**src/mad_defines.svh**
```systemverilog
// Purpose: constants of the matrix address decoder
// Assumes: 32-bit byte addresses
// Notes: bank is the top address nibble
`ifndef MAD_DEFINES_SVH
`define MAD_DEFINES_SVH
`define MAD_NUM_MASTERS   6
`define MAD_BANK_MSB      31
`define MAD_BANK_LSB      28
`define MAD_BANK_INT      4'h0
`define MAD_BANK_EXT_LO   4'h1
`define MAD_BANK_EXT_HI   4'h7
`define MAD_BANK_PERIPH   4'hF
`define MAD_INT_MSB       27
`define MAD_INT_LSB       20
`define MAD_INT_BOOT      8'h00
`define MAD_INT_ROM       8'h10
`define MAD_INT_FIRST_INTERNAL_SRAM     8'h20
`define MAD_INT_SRAM1     8'h30
`define MAD_INT_USBH      8'h50
`define MAD_EXT_CS_NONE   8'h00
`define MAD_EXT_CS_ZERO   8'h01
`define MAD_EXT_CS_ONE    8'h02
`define MAD_CPU_MASTERS   6'h03
`endif

```
**src/mad_pkg.sv**
```systemverilog
// Purpose: types of the matrix address decoder
// Assumes: mad_defines.svh provides constants
// Notes: none
`include "mad_defines.svh"
package mad_pkg;
    typedef enum logic [3:0] {
        MAD_SEL_NONE   = 4'b0000,
        MAD_SEL_ROM    = 4'b0001,
        MAD_SEL_FIRST_INTERNAL_SRAM  = 4'b0010,
        MAD_SEL_SRAM1  = 4'b0011,
        MAD_SEL_USBH   = 4'b0100,
        MAD_SEL_EXT    = 4'b0101,
        MAD_SEL_PERIPH = 4'b0110
    } mad_slave_e;
    typedef struct packed {
        logic        valid;
        logic [31:0] addr;
    } mad_req_s;
    typedef struct packed {
        mad_slave_e  slave;
        logic [7:0]  ext_cs;
        logic        sdram_cs1;
        logic        abort;
    } mad_route_s;
endpackage

```
**src/mad_decoder.sv**
```systemverilog
// Purpose: per-master first-level address decoder with boot map
// Assumes: requests synchronous to ref_clk, decoded result registered one cycle later
// Notes: boot pin captured on the first cycle after reset release
`timescale 1ns/1ps
`include "mad_defines.svh"
// Function
// - sixteen banks of 256 MB, chosen by address bits 31:28
// - banks one to seven go to external bus, each its own chip select
// - bank zero holds internal memories with second-level one-megabyte decoding
// - bank fifteen routes to the peripheral bridge
// - unassigned regions answer with an abort
// - each master has its own decoder instance, identical except that the boot window aborts for non-processor masters
// - processor masters see boot rom, external boot, or first_internal_sram at zero
// - remap active puts first internal sram at zero; software sets after boot
// - remap inactive: captured boot pin picks rom or external at zero
// - boot pin high: embedded rom at zero
// - boot pin low: external chip select zero at zero
// - boot window spans zero through 0x000F_FFFF
// - remapped memories stay reachable at their fixed bases
// - chip selects one to seven each own one 256 MB area; chip select zero only the boot window
// - chip select one served by sdram or static controller, others static
// - boot pin captured on first cycle after reset release, held until next reset
module mad_decoder (
    // clock and reset
    input  wire logic                     ref_clk,
    input  wire logic                     resetn,
    // configuration
    input  wire logic                     boot_media_select,
    input  wire logic                     remap,
    input  wire logic                     cs1_sdram_en,
    // master requests
    input  wire mad_pkg::mad_req_s        req   [`MAD_NUM_MASTERS],
    // routing results
    output mad_pkg::mad_route_s           route [`MAD_NUM_MASTERS]
);
    import mad_pkg::*;

    // idle route: no slave, no chip select, no abort
    localparam mad_route_s ROUTE_IDLE = '{slave: MAD_SEL_NONE, ext_cs: `MAD_EXT_CS_NONE, sdram_cs1: 1'b0, abort: 1'b0};

    logic boot_cap_done_ff;
    logic boot_rom_ff;

    // strap caught by a clocked process after release, never by reset itself
    always_ff @(posedge ref_clk) begin
        if (!resetn) begin
            boot_cap_done_ff <= 1'b0;
            boot_rom_ff      <= 1'b0;
        end else if (!boot_cap_done_ff) begin
            boot_cap_done_ff <= 1'b1;
            boot_rom_ff      <= boot_media_select;
        end
    end

    function automatic mad_route_s decode(input logic [31:0] a, input logic is_cpu,
                                          input logic rmp, input logic brom, input logic sd1);
        mad_route_s r;
        logic [3:0] bank;
        logic [7:0] mb;
        r = ROUTE_IDLE;
        bank = a[`MAD_BANK_MSB:`MAD_BANK_LSB];
        mb   = a[`MAD_INT_MSB:`MAD_INT_LSB];
        if (bank == `MAD_BANK_INT) begin
            if (mb == `MAD_INT_BOOT && is_cpu) begin
                if (rmp) begin
                    r.slave = MAD_SEL_FIRST_INTERNAL_SRAM;
                end else if (brom) begin
                    r.slave = MAD_SEL_ROM;
                end else begin
                    r.slave  = MAD_SEL_EXT;
                    r.ext_cs = `MAD_EXT_CS_ZERO;
                end
            end else if (mb == `MAD_INT_ROM) begin
                r.slave = MAD_SEL_ROM;
            end else if (mb == `MAD_INT_FIRST_INTERNAL_SRAM) begin
                r.slave = MAD_SEL_FIRST_INTERNAL_SRAM;
            end else if (mb == `MAD_INT_SRAM1) begin
                r.slave = MAD_SEL_SRAM1;
            end else if (mb == `MAD_INT_USBH) begin
                r.slave = MAD_SEL_USBH;
            end else begin
                r.abort = 1'b1;
            end
        end else if (bank >= `MAD_BANK_EXT_LO && bank <= `MAD_BANK_EXT_HI) begin
            r.slave  = MAD_SEL_EXT;
            r.ext_cs = `MAD_EXT_CS_ZERO << bank;
            r.sdram_cs1 = sd1 && (bank == `MAD_BANK_EXT_LO);
        end else if (bank == `MAD_BANK_PERIPH) begin
            r.slave = MAD_SEL_PERIPH;
        end else begin
            r.abort = 1'b1;
        end
        return r;
    endfunction

    mad_route_s route_ff [`MAD_NUM_MASTERS];

    // one decoder per master, same map for all except the boot window, which aborts for non-processor masters
    for (genvar m = 0; m < `MAD_NUM_MASTERS; m++) begin : g_dec
        localparam logic [5:0] MBIT = 6'h01 << m;
        always_ff @(posedge ref_clk) begin
            if (!resetn) begin
                route_ff[m] <= ROUTE_IDLE;
            end else if (req[m].valid) begin
                route_ff[m] <= decode(req[m].addr, |(MBIT & `MAD_CPU_MASTERS),
                                      remap, boot_rom_ff, cs1_sdram_en);
            end else begin
                route_ff[m] <= ROUTE_IDLE;
            end
        end
        assign route[m] = route_ff[m];

    end
endmodule // mad_decoder

```
**config.mk**
```make
export PLATFORM = sky130hd
export DESIGN_NAME = mad_decoder
export DESIGN_NICKNAME = d
export VERILOG_FILES = /design/src/mad_pkg.sv /design/src/mad_decoder.sv
export VERILOG_INCLUDE_DIRS = /design/src
export SDC_FILE = /design/constraint.sdc
export NUM_CORES = 1
export LEC_CHECK = 0
export BUFFER_PORTS_ARGS = -buffer_cell sky130_fd_sc_hd__buf_4
export CORE_AREA = 4 4 109 111
export CTS_BUF_LIST = sky130_fd_sc_hd__clkbuf_4
export DETAILED_ROUTE_END_ITERATION = 6
export DIE_AREA = 0 0 113 115
export PLACE_DENSITY_LB_ADDON = 0.15
export SYNTH_ARGS = -nofsm -noshare
export SYNTH_HDL_FRONTEND = slang
export SYNTH_SLANG_ARGS = --single-unit
```
**constraint.sdc**
```tcl
create_clock -name ref_clk -period 4.2 [get_ports ref_clk]
set_clock_uncertainty 0.05 [all_clocks]
set_input_delay 0.21 -clock ref_clk [delete_from_list [all_inputs] [get_ports ref_clk]]
set_output_delay 0.21 -clock ref_clk [all_outputs]
set_load 0.005 [all_outputs]
```
==> results.tsv, run 1 <==
stage	metric	value	unit
synthesis	synth_cells	310	
grt	grt_usage	14.1	%
placed_design	place_hpwl	7440	um
grt	grt_antenna_before_repair	1	
setup_path	required	4.42	ns
final_layout	nNetsFinal	758	
route	wire_per_inst	13.1	um
job	cap_violations	0	
synthesis	synthTopCellsByCount	78 x edfxtp_1, 35 x nor2_1, 23 x nand2_1, 23 x nor3_1	
sta	fin_crit_sh	43.7	%
die	fp-row-count	38	
grt	globalRoute.totalOverflow	0	
sta	finalSetupTns	0	ns
clock_network	htreeDepth	3	
route	vias	3155	
setup_path	cp.arrival	2.05	ns
synthesis	yosys_warnings	0	
final_layout	synthToLayoutAreaGrowth	47.2	%
clock_network	clk_pin_slew_worst_paths	0.12	ns
clock_network	cts_tree	done	
sta	setup_viol	0	
setup_path	cp_slowest_cell	or4_1	
power_and_ir_drop	p_leak	2.31	nW
synthesis	synth_top_area_share	62.7	%
clock_network	clockRootBuffer	clkbuf_4	
clock_network	ctsResizeCount	0	
synthesis	yosys-top-cells-area	edfxtp_1 63%, nor2_1 3.5%, nor3_1 3.1%, or4_1 2.6%, nand2_1 2.3%	
sta	slew_headroom	67.4	%
setup_path	cp-end-kind	flip-flop	
clock_network	post_cts_buffers	0	
placed_design	place_congestion	0.837	
clock_network	clkLatencyLatePin	0.41	ns
synthesis	syn_area	3740	um2
grt	grt_max_degree	20	
synthesis	synth_flop_cell	edfxtp_1	
synthesis	syn_avg_cell_area	12.1	um2
grt	grt_pass1_wl	14400	um
clock_network	ctsHoldBuffers	2	
sta	max_freq	0.545	GHz
die	fp.dieW	113	um
synthesis	synth.largest_area_cell	edfxtp_1	
clock_network	cts_buffers	9	
hold_path	hold_class	in2reg	
synthesis	ys_types	48	
power_and_ir_drop	peakVddDrop	0.000129	V
power_and_ir_drop	powerDensity	294	nW/um2
route	drt_first_pass_iters	4	
synthesis	synth-edff-count	78	
route	drtAntennaViolNets	0	
sta	min_period	1.84	ns
clock_network	clkSinkCount	80	
sta	hold_violations	0	
placed_design	place_area	5350	um2
synthesis	synthMostInstantiatedCell	edfxtp_1	
placed_design	port_buffers	160	
sta	final_max_slew_viol_count	0	
final_layout	drive_above_1_share	31.6	%
route	route.detailed.drc	0	
route	wirelength	9190	um
grt	grt_pass1_vias	3017	
synthesis	synth-async-reset-ratio	0	%
setup_path	worstPathCellList	dlygate4sd3_1 > buf_4 > nand4bb_1 > or4_1 > o22ai_1	
die	chipHeight	115	um
route	drt_iter0_drc	95	
sta	rsz0062_at_grt	no	
die	start_util	34.6	%
die	pin_count	287	
die	coreArea	10800	um2
sta	finalHoldWorstSlack	0.0635	ns
setup_path	worstSetupStartpointType	primary input	
setup_path	crit_fanout	19	
setup_path	crit_path_max_incr_delay	0.64	ns
setup_path	crit_type	in2reg	
synthesis	ys_ff_latch	80	
final_layout	fillers	998	
clock_network	clockBufferDepth	2	
route	vias_per_cell	4.50	
synthesis	ys_seq_area_share	63.7	%
die	dieArea	13000	um2
status	status	completed	
final_layout	final_cell_area	5500	um2
sta	tightest_slew	0.477	ns
sequential cells by signal (all words and copies together) (netlist names):
name and cells:
boot_cap_done_ff 1, boot_rom_ff 1, route_ff 78
path summary, 6_finish.rpt:
check                           startpoint                            end  depth (start not counted)  slack [ns]
setup / recovery                    resetn  route_ff[1][11]$_SDFFCE_PP0P_                          5        2.36
hold / removal                     req[90]  route_ff[3][10]$_SDFFCE_PP0P_                          2        0.06
setup reg to reg  boot_rom_ff$_SDFFE_PN0N_  route_ff[0][12]$_SDFFCE_PP0P_                          3        2.46
hold reg to reg   boot_cap_done_ff$_DFF_P_       boot_rom_ff$_SDFFE_PN0N_                          2        0.48
area by class of cell:
cell class / count / area (um2) / share of cell area, %
Tap cell: 140 / 175 / 3.18
Clock buffer: 10 / 75.1 / 1.36
Multi-Input combinational cell: 293 / 1560 / 28.4
Inverter: 9 / 33.8 / 0.614
Sequential cell: 80 / 2380 / 43.3
Clock inverter: 6 / 50.0 / 0.910
Timing Repair Buffer: 162 / 1220 / 22.2
Antenna cell: 1 / 2.50 / 0.0455
cell usage in the layout (no fill, tap or decap), types with 2 or more instances in the layout:
| cell | count |
|---|---|
| conb_1 | 88 |
| a211oi_1 | 10 |
| nand4bb_1 | 4 |
| nor4_1 | 7 |
| and2_1 | 8 |
| or3_1 | 2 |
| clkbuf_4 | 10 |
| or2_1 | 2 |
| edfxtp_1 | 78 |
| nand2_1 | 23 |
| dlygate4sd3_1 | 2 |
| buf_4 | 160 |
| a21o_1 | 2 |
| nand3b_1 | 3 |
| nand4_1 | 3 |
| a41o_1 | 2 |
| nor2_1 | 35 |
| dfxtp_1 | 2 |
| mux2i_1 | 4 |
| clkinv_1 | 4 |
| nand2b_1 | 13 |
| o21ai_0 | 2 |
| and3b_1 | 5 |
| a2111oi_0 | 2 |
| inv_1 | 9 |
| or4_1 | 13 |
| a21oi_1 | 12 |
| a31o_2 | 2 |
| o41a_1 | 3 |
| nand3_1 | 6 |
| nor3_1 | 23 |
| o41ai_1 | 3 |
logic make-up (layout without fill, tap and decap cells):
| family | count (synthesis) | after routing | synth area share [%] |
|---|---|---|---|
| AO/OA/AOI/OAI | 47 | 47 | 9.24 |
| buffers and inverters | 23 | 187 | 3.15 |
| flip-flops | 80 | 80 | 63.7 |
| multiplexers | 4 | 4 | 1.07 |
| other | 2 | 89 | 0.201 |
| AND/OR/NAND/NOR | 154 | 154 | 22.6 |
critical path: cells and delay by family:
| kind | cells | cell delay [ns] |
|---|---|---|
| simple gates | 2 | 0.87 |
| compound gates | 1 | 0.19 |
| buf+inv | 2 | 0.78 |
power by group:
part	total [W]	switching, W	internal, W
combinational	0.000244	0.000113	0.000131
sequential	0.000939	0.0000152	0.000924
clock	0.000436	0.000256	0.000180
layer usage:
layer  routed length [um]  vias up  track usage, %
met2                 3950      133            21.1
met4                  172        0            6.33
met1                 3870     1406            17.7
li1                     -     1602               -
met5                    0        -               0
met3                 1190       14            6.26
stage by stage:
stage	utilization [%]	cells	power, W	worst slack [ns]
4_1_cts	51.0	700	0.00164	2.38
3_5_place_dp	49.6	682	0.00120	2.42
5_1_grt	51.0	701	0.00171	2.27
6_report	51.0	701	0.00162	2.36
2_1_floorplan	-	396	0.00104	2.60
3_3_place_gp	49.6	682	0.00120	2.43
Power figures use the tool's default switching activity.
==> inputs of run 2 (changes only) <==
==> constraint.sdc (replaced) <==
create_clock -name ref_clk -period 1.51 [get_ports ref_clk]
set_clock_uncertainty 0.05 [all_clocks]
set_input_delay 0.0755 -clock ref_clk [delete_from_list [all_inputs] [get_ports ref_clk]]
set_output_delay 0.0755 -clock ref_clk [all_outputs]
set_load 0.005 [all_outputs]
==> run 2 against run 1 <==
Net effect:
- the run now ends with setup timing left
- highest routed layer unchanged
- count of clock-buffer cells in the layout up 2
- flip-flop and latch count unchanged
- cell count up 8.0%
- sequential power rose to 2.8 times the previous value
- largest cell class unchanged
- wire length up 10%
- largest power group unchanged
==> results.tsv, run 2 (synthesis results as in run 1) <==
stage	metric	value	unit	change
status	status	finished with violations		
status	violations	setup timing		
hold_path	hold_class	in2reg		
clock_network	htreeDepth	3		unchanged
die	start_util	34.6	%	unchanged
power_and_ir_drop	p_switching	0.00110	W	+190%
grt	grt_pass1_wl	16100	um	+12%
clock_network	clk_pin_slew_worst_paths	0.12	ns	about the same
die	dieArea	13000	um2	unchanged
setup_path	crit_type	reg2reg		
final_layout	finish.utilization	56.4	%	+5.4 points
route	drt_first_pass_iters	4		unchanged
route	drt_iter0_drc	132		+39%
clock_network	clockRootBuffer	clkbuf_4		
clock_network	clockBufferDepth	2		unchanged
setup_path	cp-end-kind	flip-flop		
die	fp-row-count	38		unchanged
die	pin_count	287		unchanged
setup_path	cp.arrival	1.80	ns	-0.25 ns
sta	setup_viol	2		+2
grt	grt_antenna_before_repair	1		unchanged
route	route.detailed.drc	0		unchanged
sta	rsz0062_at_grt	yes		
route	drtAntennaViolNets	0		unchanged
route	vias	3427		+8.6%
clock_network	cts_tree	done		
sta	finalHoldWorstSlack	0.0501	ns	-0.0135 ns
setup_path	crit_path_max_incr_delay	0.52	ns	-0.12 ns
grt	grt_usage	16.0	%	+1.9 points
die	chipHeight	115	um	unchanged
die	fp.dieW	113	um	unchanged
route	wire_per_inst	13.4	um	+2.2%
final_layout	top_register	route_ff		
placed_design	place_area	5480	um2	+2.3%
sta	max_freq	0.643	GHz	
clock_network	clkLatencyLatePin	0.42	ns	about the same
placed_design	place_hpwl	7620	um	+2.4%
power_and_ir_drop	power.total	0.00468	W	+190%
die	coreArea	10800	um2	unchanged
setup_path	required	1.75	ns	-2.67 ns
setup_path	worstSetupStartpointType	flip-flop		
final_layout	nNetsFinal	814		+7.4%
placed_design	port_buffers	160		unchanged
power_and_ir_drop	power_frac_comb	17.2	%	+2.1 points
final_layout	final_cell_area	6080	um2	+11%
power_and_ir_drop	peakVddDrop	0.000485	V	+280%
clock_network	clkSinkCount	80		unchanged
grt	grt_pass1_vias	3409		+13%
power_and_ir_drop	power.internal	0.00358	W	+190%
power_and_ir_drop	powerDensity	770	nW/um2	+160%
route	wirelength	10100	um	+10%
clock_network	post_cts_buffers	0		unchanged
final_layout	seq_area	2380	um2	about the same
sta	min_period	1.55	ns	
final_layout	multi_input_area	1590	um2	+2.1%
setup_path	worstPathCellList	or4_4 > a2111oi_4 > o41a_1		
route	vias_per_cell	4.53		+0.59%
placed_design	place_congestion	0.861		+2.8%
setup_path	crit_family	simple AND/OR/NAND/NOR gates		
setup_path	cp_slowest_cell	or4_4		
final_layout	synthToLayoutAreaGrowth	62.7	%	
power_and_ir_drop	p_sw_share	23.6	%	-0.17 points
job	cap_violations	0		unchanged
power_and_ir_drop	clkPwrFrac	27.1	%	+0.2 points
sta	setup_ws	-0.0442	ns	-2.41 ns
grt	grt_max_degree	19		-5.0%
sta	final_max_slew_viol_count	0		unchanged
setup_path	crit_fanout	2		-17
power_and_ir_drop	seq_power_share	55.7	%	-2.3 points
grt	globalRoute.totalOverflow	0		unchanged
sta	fin_crit_sh	103	%	
final_layout	largest_reg_flops	78		unchanged
clock_network	cts_buffers	9		unchanged
final_layout	final_cell_mix	173 x buf_4, 88 x conb_1, 78 x edfxtp_1		
sta	finalSetupTns	-0.0581	ns	-0.0581 ns
setup_path	critPathBufInv	0		-2
final_layout	top_regs	route_ff (78), boot_cap_done_ff (1), boot_rom_ff (1)		
final_layout	final_common_cell	buf_4		
final_layout	drive_above_1_share	32.6	%	+1.0 points
sta	hold_violations	0		unchanged
power_and_ir_drop	p_leak	2.57	nW	+11%
final_layout	fillers	947		-5.1%
-- run 2: cell types whose count changed in the layout (fill, tap and decap cells not counted), moves of 2 or more --
| cell | before | now |
|---|---|---|
| or4_1 | 13 | 11 |
| clkinv_1 | 4 | 0 |
| buf_4 | 160 | 173 |
| clkbuf_4 | 10 | 12 |
| clkinv_2 | 1 | 3 |
| or4_4 | 1 | 3 |
| dlygate4sd3_1 | 2 | 44 |
-- run 2: per-layer routing --
| layer | wire, um | GRT usage (%) |
|---|---|---|
| met5 | 0 | 0 |
| met4 | 159 | 6.73 |
| met3 | 1380 | 8.58 |
| met2 | 4580 | 24.2 |
| met1 | 4030 | 19.0 |
-- run 2: final timing paths --
check / from / end / slack (ns) / cells past startpoint
setup reg to reg: boot_rom_ff$_SDFFE_PN0N_ / route_ff[0][12]$_SDFFCE_PP0P_ / -0.04 / 3
setup / recovery: boot_rom_ff$_SDFFE_PN0N_ / route_ff[0][12]$_SDFFCE_PP0P_ / -0.04 / 3
hold / removal: req[120] / route_ff[2][12]$_SDFFCE_PP0P_ / 0.05 / 3
hold reg to reg: boot_rom_ff$_SDFFE_PN0N_ / route_ff[1][2]$_SDFFCE_PP0P_ / 0.71 / 3
-- run 2: area by class of cell --
type | count | area share (%)
Timing Repair Buffer | 218 | 28.9
Clock buffer | 12 | 1.48
Multi-Input combinational cell | 293 | 26.2
Antenna cell | 1 | 0.0411
Tap cell | 140 | 2.88
Clock inverter | 4 | 0.740
Sequential cell | 80 | 39.2
Inverter | 9 | 0.555
-- run 2: power by group through the flow --
stage	Clock, W	Sequential (W)	Combinational, W
4_1_cts	0.00132	0.00261	0.000798
6_report	0.00127	0.00261	0.000804
2_1_floorplan	0	0.00267	0.000207
3_5_place_dp	0	0.00266	0.000706
5_1_grt	0.00146	0.00263	0.000892
3_3_place_gp	0	0.00266	0.000695
-- run 2: per-stage QoR --
step / setup WS [ns] / instances
6_report: -0.0442 / 757
3_3_place_gp: -0.0778 / 696
2_1_floorplan: 0.000772 / 396
3_5_place_dp: -0.126 / 696
4_1_cts: -0.0601 / 755
5_1_grt: -0.0863 / 757
-- run 2: worst register-to-register path, cell delays in order (launching register included) --
cell and delay, ns:
dfxtp_2 0.34, or4_4 0.52, a2111oi_4 0.33, o41a_1 0.18
-- run 2: what timing repair did --
| item | CTS | global route |
|---|---|---|
| pin swaps | 3 | 2 |
| resized for setup | 3 | 3 |
| hold buffers | 43 | 1 |
| endpoints found under the setup margin | 1 | 3 |
| endpoints found under the hold margin | 62 | 1 |
==> inputs of run 3 (changes only) <==
--- a/config.mk
+++ b/config.mk
@@ -12,6 +12,7 @@
 export DETAILED_ROUTE_END_ITERATION = 6
 export DIE_AREA = 0 0 113 115
 export PLACE_DENSITY_LB_ADDON = 0.15
+export SETUP_SLACK_MARGIN = 0.2
 export SYNTH_ARGS = -nofsm -noshare
 export SYNTH_HDL_FRONTEND = slang
 export SYNTH_SLANG_ARGS = --single-unit
==> run 3 against run 2 <==
Net effect:
- flip-flop and latch count is the same
- the run now ends clean
- register-to-register slack gained 0.12 ns
- worst setup slack gained 0.12 ns
- fmax grew 8.3%
- cell count grew 0.53%
- critical path type unchanged
- die area is the same
- sequential share of layout area shrank 0.85 points
- first-iteration DRC count shrank 13%
- hold slack lost 0.032 ns
- final area grew 2.2%
- largest power group unchanged
- largest cell class unchanged
==> results.tsv, run 3 (synthesis results as in run 1) <==
stage	metric	value	unit	change
route	wl_met1	4190	um	+4.0%
grt	grt_pass1_wl	16900	um	+4.7%
setup_path	r2r_setup_slack	0.08	ns	+0.12 ns
clock_network	clk_pin_slew_worst_paths	0.12	ns	about the same
final_layout	drive_above_1_share	33.9	%	+1.2 points
die	chipHeight	115	um	unchanged
sta	final_max_slew_viol_count	0		unchanged
setup_path	r2r_cells	3		unchanged
clock_network	clockBufferDepth	2		unchanged
setup_path	cp-end-kind	flip-flop		
setup_path	r2r-start	boot_rom_ff$_SDFFE_PN0N_		
clock_network	clkLatencyLatePin	0.41	ns	about the same
route	vias_per_cell	4.63		+2.3%
route	drt_first_pass_iters	4		unchanged
route	drtAntennaViolNets	0		unchanged
setup_path	worstReg2RegEnd	route_ff[0][12]$_SDFFCE_PP0P_		
hold_path	worstHoldEndpoint	route_ff[1][5]$_SDFFCE_PP0P_		
route	wirelength	10700	um	+5.6%
clock_network	htreeDepth	3		unchanged
final_layout	fillers	943		-0.42%
sta	rsz0062_at_grt	yes		
die	dieArea	13000	um2	unchanged
final_layout	top_regs	route_ff (78), boot_cap_done_ff (1), boot_rom_ff (1)		
power_and_ir_drop	peakVddDrop	0.000514	V	+6.1%
route	routed-wl-met2	5100	um	+11%
die	fp.dieW	113	um	unchanged
die	fp-row-count	38		unchanged
clock_network	clkSinkCount	80		unchanged
setup_path	cp.arrival	1.67	ns	-0.13 ns
sta	max_freq	0.697	GHz	+8.3%
clock_network	cts_tree	done		
grt	grt_usage	16.5	%	+0.48 points
sta	tightest_slew	0.706	ns	
grt	grt_antenna_before_repair	1		unchanged
placed_design	pre_cts_slack	-0.104	ns	+0.0217 ns
die	start_util	34.6	%	unchanged
final_layout	nNetsFinal	818		+0.49%
placed_design	port_buffers	160		unchanged
die	pin_count	287		unchanged
grt	grt_max_degree	14		-5
sta	min_period	1.43	ns	-0.119 ns
setup_path	required	1.75	ns	about the same
grt	globalRoute.totalOverflow	0		unchanged
sta	hold_violations	0		unchanged
placed_design	place_congestion	0.818		-4.9%
final_layout	final_common_cell	buf_4		
clock_network	post_cts_buffers	0		unchanged
die	coreArea	10800	um2	unchanged
sta	slew_headroom	52.3	%	
route	wire_per_inst	14.1	um	+5.1%
route	met3_length	1240	um	-10%
setup_path	crit_fanout	2		unchanged
route	drt_iter0_drc	115		-13%
power_and_ir_drop	p_leak	2.63	nW	+2.4%
hold_path	hp-start	req[161]		
clock_network	cts_buffers	9		unchanged
grt	grt_pass1_vias	3528		+3.5%
final_layout	synthToLayoutAreaGrowth	66.2	%	
final_layout	seq_area	2380	um2	about the same
sta	setup_ws	0.0752	ns	+0.119 ns
status	status	completed		
sta	fin_crit_sh	95.0	%	-7.9 points
route	route.detailed.drc	0		unchanged
sta	setup_viol	0		-2
setup_path	worstSetupStartpointType	flip-flop		
clock_network	clockRootBuffer	clkbuf_4		
final_layout	final_cell_mix	174 x buf_4, 88 x conb_1, 78 x edfxtp_1		
route	vias	3525		+2.9%
final_layout	top_register	route_ff		
power_and_ir_drop	powerDensity	804	nW/um2	+4.4%
placed_design	place_hpwl	7890	um	+3.5%
route	highest_layer	met4		
final_layout	largest_reg_flops	78		unchanged
hold_path	hold_class	in2reg		
sta	finalSetupTns	0	ns	+0.0581 ns
job	cap_violations	0		unchanged
hold_path	min_path_cells	3		unchanged
setup_path	crit_type	reg2reg		
final_layout	multi_input_area	1650	um2	+3.6%
run 3: cell count changes in the layout (fill, tap and decap cells not counted), moves of 3 or more:
cell      previous run  this run
clkbuf_4            12         9
nor3_1              23        20
nor3_2               0         3
or4_1               11         5
or4_4                3         9
run 3: report_power, final:
group / internal, W / total, W / switching [W]
clock: 0.000825 / 0.00156 / 0.000740
sequential: 0.00257 / 0.00261 / 0.0000435
combinational: 0.000462 / 0.000820 / 0.000358
total: 0.00386 / 0.00500 / 0.00114
run 3: routing by layer:
layer / global-route usage (%) / up-vias
li1: - / 1720
met1: 19.4 / 1639
met2: 26.8 / 149
met3: 6.37 / 17
met4: 7.37 / 0
met5: 0 / -
run 3: cell type report:
cell class	count	area share [%]
antenna	1	0.0403
sequential	80	38.3
tap	140	2.82
clock buffer	9	1.09
multi-input combinational	293	26.6
timing repair buffer	222	28.8
inverter	9	0.544
clock inverter	7	1.77
run 3: worst max path at each step:
stage                        startpoint                             to  slack [ns]  cells after the start
5_1_grt        boot_rom_ff$_SDFFE_PN0N_  route_ff[0][12]$_SDFFCE_PP0P_        0.03                      3
3_5_place_dp                   req[186]  route_ff[0][11]$_SDFFCE_PP0P_       -0.10                      4
3_3_place_gp                   req[153]  route_ff[1][11]$_SDFFCE_PP0P_       -0.08                      4
6_report       boot_rom_ff$_SDFFE_PN0N_  route_ff[0][12]$_SDFFCE_PP0P_        0.08                      3
2_1_floorplan                  req[186]  route_ff[0][11]$_SDFFCE_PP0P_        0.09                      3
4_1_cts        boot_rom_ff$_SDFFE_PN0N_  route_ff[0][12]$_SDFFCE_PP0P_        0.03                      3
run 3: timing repair:
item	4_1_cts	5_1_grt
endpoints found under the hold margin	61	1
hold buffers	49	1
pin swaps	2	1
gates resized for setup	1	12
endpoints found under the setup margin	2	12
run 3: per-stage QoR:
step	utilization (%)	hold slack (ns)	cells	total power [W]	area (um2)
3_3_place_gp	50.9	0.231	696	0.00336	5500
2_1_floorplan	-	0.0532	396	0.00289	4100
5_1_grt	57.6	0.00349	761	0.00523	6210
6_report	57.6	0.0184	761	0.00500	6210
3_5_place_dp	50.9	0.232	696	0.00337	5500
4_1_cts	57.2	0.000576	761	0.00504	6180
run 3: worst max-delay path, cell delays in order (launching register included):
cell and delay, ns:
dfxtp_1 0.33, or4_4 0.42, a2111oi_4 0.32, o41a_1 0.18
